## src/rtl/xfer_pkg.sv

```systemverilog
/*
  Constants, types and register map of the image block transfer queue.
  Assumes a single 200 MHz clock domain and a 32-bit Avalon-MM register bus.
*/
package xfer_pkg;

  localparam int TAG_W = 16;
  localparam int PTR_W = 2;
  localparam int OCC_W = 3;
  localparam int TOTAL_W = 16;
  localparam int ADDR_W = 6;

  localparam logic [OCC_W-1:0] QUEUE_DEPTH = 3'h4;

  // Byte addresses of the register words
  localparam logic [ADDR_W-1:0] OFS_METHOD = 6'h00;
  localparam logic [ADDR_W-1:0] OFS_OP = 6'h04;
  localparam logic [ADDR_W-1:0] OFS_TOTAL = 6'h08;
  localparam logic [ADDR_W-1:0] OFS_CAPACITY = 6'h0c;
  localparam logic [ADDR_W-1:0] OFS_OCCUPANCY = 6'h10;
  localparam logic [ADDR_W-1:0] OFS_LOST = 6'h14;
  localparam logic [ADDR_W-1:0] OFS_POLICY = 6'h18;
  localparam logic [ADDR_W-1:0] OFS_CMD = 6'h1c;
  localparam logic [ADDR_W-1:0] OFS_STATUS = 6'h20;

  // Command word bits
  localparam int CMD_GO_BIT = 0;
  localparam int CMD_HALT_BIT = 1;

  // Status word bits
  localparam int STAT_BUSY_BIT = 0;
  localparam int STAT_RUN_BIT = 1;
  localparam int STAT_REMAIN_LSB = 16;

  typedef enum logic [1:0] {
    METHOD_BASIC = 2'h0,
    METHOD_AUTO = 2'h1,
    METHOD_USER = 2'h2
  } method_t;

  typedef enum logic [0:0] {
    OP_CONTINUOUS = 1'h0,
    OP_MULTI = 1'h1
  } op_t;

  typedef enum logic [0:0] {
    POLICY_FIFO = 1'h0
  } policy_t;

  typedef enum logic [0:0] {
    TX_IDLE = 1'h0,
    TX_BUSY = 1'h1
  } tx_state_t;

  typedef struct packed {
    method_t method;
    op_t op;
    logic [TOTAL_W-1:0] total;
  } cfg_t;

  localparam cfg_t CFG_RESET = '{method: METHOD_BASIC, op: OP_CONTINUOUS, total: 16'h0001};

endpackage

```

## src/rtl/image_block_transfer_queue.sv

```systemverilog
/*
  Transfer controller: finished image blocks enter a four-entry first-in-first-out
  queue of block tags and are handed one at a time to the stream link.
  Assumes the block source, the link and STREAM_CLOSE_I run on REF_CLK_I, and that
  the link reports the end of each block it was given with TX_DONE_I.
*/
// The address map and register access over Avalon-MM were chosen for this implementation.
module image_block_transfer_queue (
  input wire logic REF_CLK_I,
  input wire logic RST_I,
  input wire logic [xfer_pkg::ADDR_W-1:0] AVS_ADDRESS_I,
  input wire logic AVS_READ_I,
  input wire logic AVS_WRITE_I,
  input wire logic [31:0] AVS_WRITEDATA_I,
  output logic [31:0] AVS_READDATA_O,
  output logic AVS_WAITREQUEST_O,
  input wire logic BLK_VALID_I,
  input wire logic [xfer_pkg::TAG_W-1:0] BLK_TAG_I,
  output logic TX_START_O,
  output logic [xfer_pkg::TAG_W-1:0] TX_TAG_O,
  output logic TX_BUSY_O,
  input wire logic TX_DONE_I,
  input wire logic STREAM_CLOSE_I
);

  ////////////////////////////////////////////////////////////////////////////
  // Declarations

  xfer_pkg::cfg_t cfg_q;
  xfer_pkg::tx_state_t state_q;
  logic ack_q;
  logic [31:0] rdata_q;
  logic [xfer_pkg::TAG_W-1:0] mem_q [xfer_pkg::QUEUE_DEPTH];
  logic [xfer_pkg::PTR_W-1:0] head_q;
  logic [xfer_pkg::PTR_W-1:0] tail;
  logic [xfer_pkg::OCC_W-1:0] occ_q;
  logic [31:0] lost_q;
  logic run_q;
  logic [xfer_pkg::TOTAL_W-1:0] remain_q;
  logic [xfer_pkg::TAG_W-1:0] tag_q;
  logic start_q;
  logic [xfer_pkg::TAG_W-1:0] head_tag;
  logic wr_commit;
  logic cmd_wr;
  logic go_cmd;
  logic halt_cmd;
  logic user_mode;
  logic multi_op;
  logic full;
  logic push;
  logic pop;
  logic send_ok;
  logic done;

  function automatic logic hit(input logic [xfer_pkg::ADDR_W-1:0] a,
                               input logic [xfer_pkg::ADDR_W-1:0] ofs);
    hit = (a == ofs);
  endfunction

  ////////////////////////////////////////////////////////////////////////////
  // Avalon slave: one wait cycle, so data settles in a flop before release

  assign AVS_WAITREQUEST_O = (AVS_READ_I | AVS_WRITE_I) & ~ack_q;
  assign AVS_READDATA_O = rdata_q;
  assign wr_commit = AVS_WRITE_I & ack_q;
  assign cmd_wr = wr_commit & hit(AVS_ADDRESS_I, xfer_pkg::OFS_CMD);
  assign user_mode = (cfg_q.method == xfer_pkg::METHOD_USER);
  assign multi_op = (cfg_q.op == xfer_pkg::OP_MULTI);
  // Commands outside user mode are dropped
  assign go_cmd = cmd_wr & user_mode & AVS_WRITEDATA_I[xfer_pkg::CMD_GO_BIT];
  assign halt_cmd = cmd_wr & user_mode & AVS_WRITEDATA_I[xfer_pkg::CMD_HALT_BIT];

  always_ff @(posedge REF_CLK_I or posedge RST_I) begin
    if (RST_I) begin
      ack_q <= 1'b0;
    end else begin
      ack_q <= (AVS_READ_I | AVS_WRITE_I) & ~ack_q;
    end
  end

  always_ff @(posedge REF_CLK_I or posedge RST_I) begin
    if (RST_I) begin
      rdata_q <= 32'h0000_0000;
    end else if (AVS_READ_I & ~ack_q) begin
      case (AVS_ADDRESS_I)
        xfer_pkg::OFS_METHOD: rdata_q <= {30'h0, cfg_q.method};
        xfer_pkg::OFS_OP: rdata_q <= {31'h0, cfg_q.op};
        xfer_pkg::OFS_TOTAL: rdata_q <= {16'h0, cfg_q.total};
        xfer_pkg::OFS_CAPACITY: rdata_q <= {29'h0, xfer_pkg::QUEUE_DEPTH};
        xfer_pkg::OFS_OCCUPANCY: rdata_q <= {29'h0, occ_q};
        xfer_pkg::OFS_LOST: rdata_q <= lost_q;
        xfer_pkg::OFS_POLICY: rdata_q <= {31'h0, xfer_pkg::POLICY_FIFO};
        xfer_pkg::OFS_STATUS: rdata_q <= {remain_q, 14'h0, run_q, TX_BUSY_O};
        default: rdata_q <= 32'h0000_0000;
      endcase
    end
  end

  // Illegal method codes are not stored; the policy word accepts only FIFO
  always_ff @(posedge REF_CLK_I or posedge RST_I) begin
    if (RST_I) begin
      cfg_q <= xfer_pkg::CFG_RESET;
    end else if (wr_commit) begin
      if (hit(AVS_ADDRESS_I, xfer_pkg::OFS_METHOD) && AVS_WRITEDATA_I[1:0] != 2'h3) begin
        cfg_q.method <= xfer_pkg::method_t'(AVS_WRITEDATA_I[1:0]);
      end
      if (hit(AVS_ADDRESS_I, xfer_pkg::OFS_OP)) begin
        cfg_q.op <= xfer_pkg::op_t'(AVS_WRITEDATA_I[0]);
      end
      if (hit(AVS_ADDRESS_I, xfer_pkg::OFS_TOTAL)) begin
        cfg_q.total <= AVS_WRITEDATA_I[xfer_pkg::TOTAL_W-1:0];
      end
    end
  end

  ////////////////////////////////////////////////////////////////////////////
  // Queue of block tags

  assign push = BLK_VALID_I;
  assign full = (occ_q == xfer_pkg::QUEUE_DEPTH);
  assign tail = head_q + occ_q[xfer_pkg::PTR_W-1:0];
  assign head_tag = mem_q[head_q];
  assign done = (state_q == xfer_pkg::TX_BUSY) & TX_DONE_I;
  assign send_ok = ~user_mode | run_q;
  // Idle, data waiting and allowed: dispatch at once
  assign pop = (state_q == xfer_pkg::TX_IDLE) & (occ_q != 3'h0) & send_ok
             & ~STREAM_CLOSE_I;

  for (genvar i = 0; i < 4; i++) begin : g_entry
    always_ff @(posedge REF_CLK_I or posedge RST_I) begin
      if (RST_I) begin
        mem_q[i] <= 16'h0000;
      end else if (push && !STREAM_CLOSE_I && tail == xfer_pkg::PTR_W'(i)) begin
        mem_q[i] <= BLK_TAG_I;
      end
    end
  end

  // Only a channel close empties the queue; nothing tied to acquisition touches it
  always_ff @(posedge REF_CLK_I or posedge RST_I) begin
    if (RST_I) begin
      head_q <= 2'h0;
      occ_q <= 3'h0;
    end else if (STREAM_CLOSE_I) begin
      head_q <= 2'h0;
      occ_q <= 3'h0;
    end else if (push && pop) begin
      head_q <= head_q + 2'h1;
    end else if (push && full) begin
      head_q <= head_q + 2'h1;
    end else if (push) begin
      occ_q <= occ_q + 3'h1;
    end else if (pop) begin
      head_q <= head_q + 2'h1;
      occ_q <= occ_q - 3'h1;
    end
  end

  always_ff @(posedge REF_CLK_I or posedge RST_I) begin
    if (RST_I) begin
      lost_q <= 32'h0000_0000;
    end else if (push && full && !pop && !STREAM_CLOSE_I) begin
      lost_q <= lost_q + 32'h0000_0001;
    end
  end

  ////////////////////////////////////////////////////////////////////////////
  // Transmit state: the block in flight lives outside the queue, so an
  // overwrite can never reach it

  always_ff @(posedge REF_CLK_I or posedge RST_I) begin
    if (RST_I) begin
      state_q <= xfer_pkg::TX_IDLE;
      tag_q <= 16'h0000;
      start_q <= 1'b0;
    end else begin
      start_q <= pop;
      case (state_q)
        xfer_pkg::TX_IDLE: begin
          if (pop) begin
            state_q <= xfer_pkg::TX_BUSY;
            tag_q <= head_tag;
          end
        end
        xfer_pkg::TX_BUSY: begin
          if (STREAM_CLOSE_I || TX_DONE_I) begin
            state_q <= xfer_pkg::TX_IDLE;
          end
        end
        default: state_q <= xfer_pkg::TX_IDLE;
      endcase
    end
  end

  assign TX_START_O = start_q;
  assign TX_TAG_O = tag_q;
  assign TX_BUSY_O = (state_q == xfer_pkg::TX_BUSY);

  ////////////////////////////////////////////////////////////////////////////
  // User controlled run gate; halt only blocks new dispatches

  always_ff @(posedge REF_CLK_I or posedge RST_I) begin
    if (RST_I) begin
      run_q <= 1'b0;
      remain_q <= 16'h0000;
    end else if (STREAM_CLOSE_I || !user_mode || halt_cmd) begin
      run_q <= 1'b0;
    end else if (go_cmd && multi_op) begin
      remain_q <= cfg_q.total;
      run_q <= (cfg_q.total != 16'h0000);
    end else if (go_cmd) begin
      run_q <= 1'b1;
    end else if (done && run_q && multi_op) begin
      remain_q <= remain_q - 16'h0001;
      if (remain_q == 16'h0001) begin
        run_q <= 1'b0;
      end
    end
  end
endmodule

```

## config.mk

```make
export PLATFORM = sky130hd
export DESIGN_NAME = image_block_transfer_queue
export DESIGN_NICKNAME = d
export VERILOG_FILES = /design/src/rtl/xfer_pkg.sv /design/src/rtl/image_block_transfer_queue.sv
export SDC_FILE = /design/constraint.sdc
export NUM_CORES = 1
export LEC_CHECK = 0
export BUFFER_PORTS_ARGS = -buffer_cell sky130_fd_sc_hd__buf_2
export CORE_ASPECT_RATIO = 0.9
export CORE_MARGIN = 1
export CORE_UTILIZATION = 40
export DETAILED_ROUTE_END_ITERATION = 12
export SLEW_MARGIN = 20
export SYNTH_ARGS = -nofsm -noshare
export SYNTH_HDL_FRONTEND = slang
export SYNTH_SLANG_ARGS = --single-unit
```

## constraint.sdc

```tcl
create_clock -name REF_CLK_I -period 9.3 [get_ports REF_CLK_I]
set_input_delay 0.93 -clock REF_CLK_I [delete_from_list [all_inputs] [get_ports REF_CLK_I]]
set_output_delay 0.93 -clock REF_CLK_I [all_outputs]
set_load 0.005 [all_outputs]
```

==> impl_metrics.json <==
{
  "clk_root_buffer_cell": "clkbuf_16",
  "layout-drive-gt1-share_pct": 30.2,
  "ys_ff_latch": 188,
  "cpPeakStageDelay_ns": 0.99,
  "reg2reg_to": "mem_q[42]$_DFFE_PP0P_",
  "die_w_um": 158,
  "grt_antenna_before_repair": 3,
  "synthFlopType": "dfrtp_1",
  "reg2reg_slack_ns": 6.32,
  "worstPathRequired_ns": 9.61,
  "worstSkewPairLatency_ns": 0.43,
  "worstSetupPathType": "flip-flop to flip-flop",
  "wl_mm": 20.1,
  "route.vias.total": 6070,
  "ctsHoldBuffers": 0,
  "p_leak_nw": 4.43,
  "maxSlewHeadroom_pct": 28.5,
  "slew_violations": 0,
  "hold_viol_final": 0,
  "crit_chain": "ha_1, xnor2_1, xnor2_1, nor2_2, mux2_2",
  "tightest_slew_ns": 1.07,
  "drtIter0Drc": 437,
  "cp-end-kind": "flip-flop",
  "grt_pass1_wl_mm": 33.0,
  "ir_worst_vdd_uv": 159,
  "die_y_um": 143,
  "stdcell_area_um2": 10100,
  "status": "completed",
  "wl_per_cell_um": 17.9,
  "fin_util_pct": 46.8,
  "dpl_cell_area_um2": 9490,
  "synth_cell_types": 67,
  "firstDrtPassIters": 5,
  "post-cts-setup-buffers": 0,
  "min_from": "ack_q$_DFF_PP0_",
  "avgSynthCellArea_um2": 11.9,
  "num-fill-cells": 2075,
  "synth_edf_count": 0,
  "yosys_warnings": 0,
  "cts.sinks": 188,
  "postCtsResizedCells": 0,
  "layout_commonest_cell": "dfrtp_1",
  "worstPathArrival_ns": 3.28,
  "drc": 0,
  "syn-num-nets": 802,
  "num_io_pins": 112,
  "synthToLayoutAreaGrowth_pct": 14.8,
  "critPathMaxFanout": 19,
  "path_clk_slew_ns": 0.07,
  "setup.worst_path.start_class": "flip-flop",
  "syn-instance-count": 736,
  "coreArea_um2": 21600,
  "grt_pass1_vias": 5938,
  "dp_hpwl_mm": 13.5,
  "maxCapViolCount": 0,
  "gp_congestion": 0.818,
  "cts_max_level": 4,
  "setup_violations": 0,
  "io_buffers": 95,
  "detail-route-antenna-nets": 0,
  "r2r_start": "head_q[0]$_DFFE_PP0P_",
  "hold_path_depth": 1,
  "multiInputGateArea_um2": 3850,
  "viasPerCell": 5.42,
  "async_flop_share_pct": 100,
  "fp-row-count": 51,
  "worstRegToRegCells": 5,
  "overflow": 0,
  "finalCriticalPeriod_ns": 2.98,
  "fin_crit_sh_pct": 32.0,
  "fin_ws_ns": 6.32,
  "regArea_um2": 4710,
  "worst_path_most_repeated_cell": "xnor2_1",
  "syn_area_um2": 8790,
  "min_to": "ack_q$_DFF_PP0_",
  "dieArea_um2": 22600,
  "tns_ns": 0,
  "crit_slowest_cell": "dfrtp_1",
  "seq_area_frac_synth_pct": 53.5,
  "grt_max_degree": 118,
  "track_usage_pct": 19.2,
  "rsz0062_at_grt": "false",
  "fmax_mhz": 336,
  "cts_tree": "built",
  "dpl_worst_slack_ns": 5.85,
  "p_per_area_nw_per_um2": 244,
  "cts_buffers": 17,
  "clock_path_buffers": 2,
  "nNetsFinal": 881,
  "final_cell_mix": "187 x dfrtp_1, 95 x buf_2, 88 x mux2_2",
  "finClkSkew_ns": 0.0170,
  "hold_slack_ns": 0.451,
  "initial_utilization_pct": 40.8,
  "min_path_type": "flip-flop to flip-flop"
}
-- worst max-delay path by stage --
stage | start | endpoint | slack, ns | cells past startpoint
floorplan | RST_I | AVS_READDATA_O[0]$_DFFE_PP0P_ | 3.26 | 1
global placement | AVS_ADDRESS_I[1] | cfg_q[7]$_DFFE_PP0P_ | 5.87 | 5
detailed placement | AVS_ADDRESS_I[1] | cfg_q[6]$_DFFE_PP0P_ | 5.85 | 5
CTS | head_q[0]$_DFFE_PP0P_ | mem_q[39]$_DFFE_PP0P_ | 6.25 | 5
global route | head_q[0]$_DFFE_PP0P_ | mem_q[39]$_DFFE_PP0P_ | 6.17 | 5
finish | head_q[0]$_DFFE_PP0P_ | mem_q[42]$_DFFE_PP0P_ | 6.32 | 5
-- cell type report --
cell class	instances	area share, %
Tap cell	291	3.61
Sequential cell	188	46.6
Clock inverter	10	1.26
Clock buffer	21	4.66
Multi-Input combinational cell	495	38.2
Inverter	12	0.521
Timing Repair Buffer	101	5.16
Antenna cell	1	0.0248
-- worst max-delay path, delay by kind of cell (launching register included) --
kind,cells,cell delay [ns]
mux,1,0.42
xor+xnor,2,0.32
fa+ha+maj,1,0.29
flops,1,0.99
simple gates,1,0.82
-- metal layers --
metal  vias to the layer above  GRT usage, %  wire length, um
met5                         -             0               22
met4                         4          5.16              174
met3                        17          4.37             1030
met2                       153          26.6             8580
met1                      3038          29.7            10200
li1                       2858             -                -
-- stage by stage --
step | std cells | power (mW)
after global routing | 1118 | 2.61
after CTS | 1118 | 2.49
after detailed placement | 1087 | 1.74
after global placement | 1087 | 1.72
after floorplan | 736 | 1.57
final | 1119 | 2.46
-- state kept, by name, indices dropped and copies added, names as in the netlist, 2 cells and up --
register	cells
AVS_READDATA_O	32
TX_TAG_O	16
cfg_q	18
head_q	2
lost_q	32
mem_q	64
occ_q	3
remain_q	16
-- cell usage after synthesis (3+ instances only) --
cell	count	share of area, %
a21oi_1	19	1.1
a22oi_1	32	2.7
a2bb2oi_1	6	0.60
and2_1	5	0.36
and3_1	11	0.78
and3b_1	3	0.30
and4_1	3	0.30
buf_2	10	0.57
clkbuf_1	25	1.1
dfrtp_1	187	53
ha_1	4	0.57
inv_1	12	0.51
mux2_1	10	1.3
mux2_2	88	11
mux2i_1	3	0.34
mux4_2	16	4.1
nand2_1	60	2.6
nand2b_1	4	0.28
nand3_1	23	1.3
nand4_1	22	1.6
nor2_1	26	1.1
nor2b_1	5	0.36
nor3_1	14	0.80
nor4_1	5	0.36
o211ai_1	3	0.26
o21ai_0	48	2.7
xnor2_1	33	3.3
xor2_1	4	0.40
-- power by group --
part           internal (mW)  switching [mW]
logic                  0.346           0.227
clock network          0.422           0.326
registers               1.02           0.126
-- cell families after synthesis --
| group | count (synthesis) | synth area share (%) |
|---|---|---|
| AND/OR/NAND/NOR | 202 | 12.3 |
| flip-flops | 188 | 53.5 |
| AO/OA/AOI/OAI | 134 | 10.1 |
| multiplexers | 117 | 17.0 |
| buffers and inverters | 53 | 2.66 |
| XOR/XNOR | 37 | 3.69 |
| adder cells (fa/ha/maj) | 5 | 0.797 |
(Power assumes the default switching activity.)
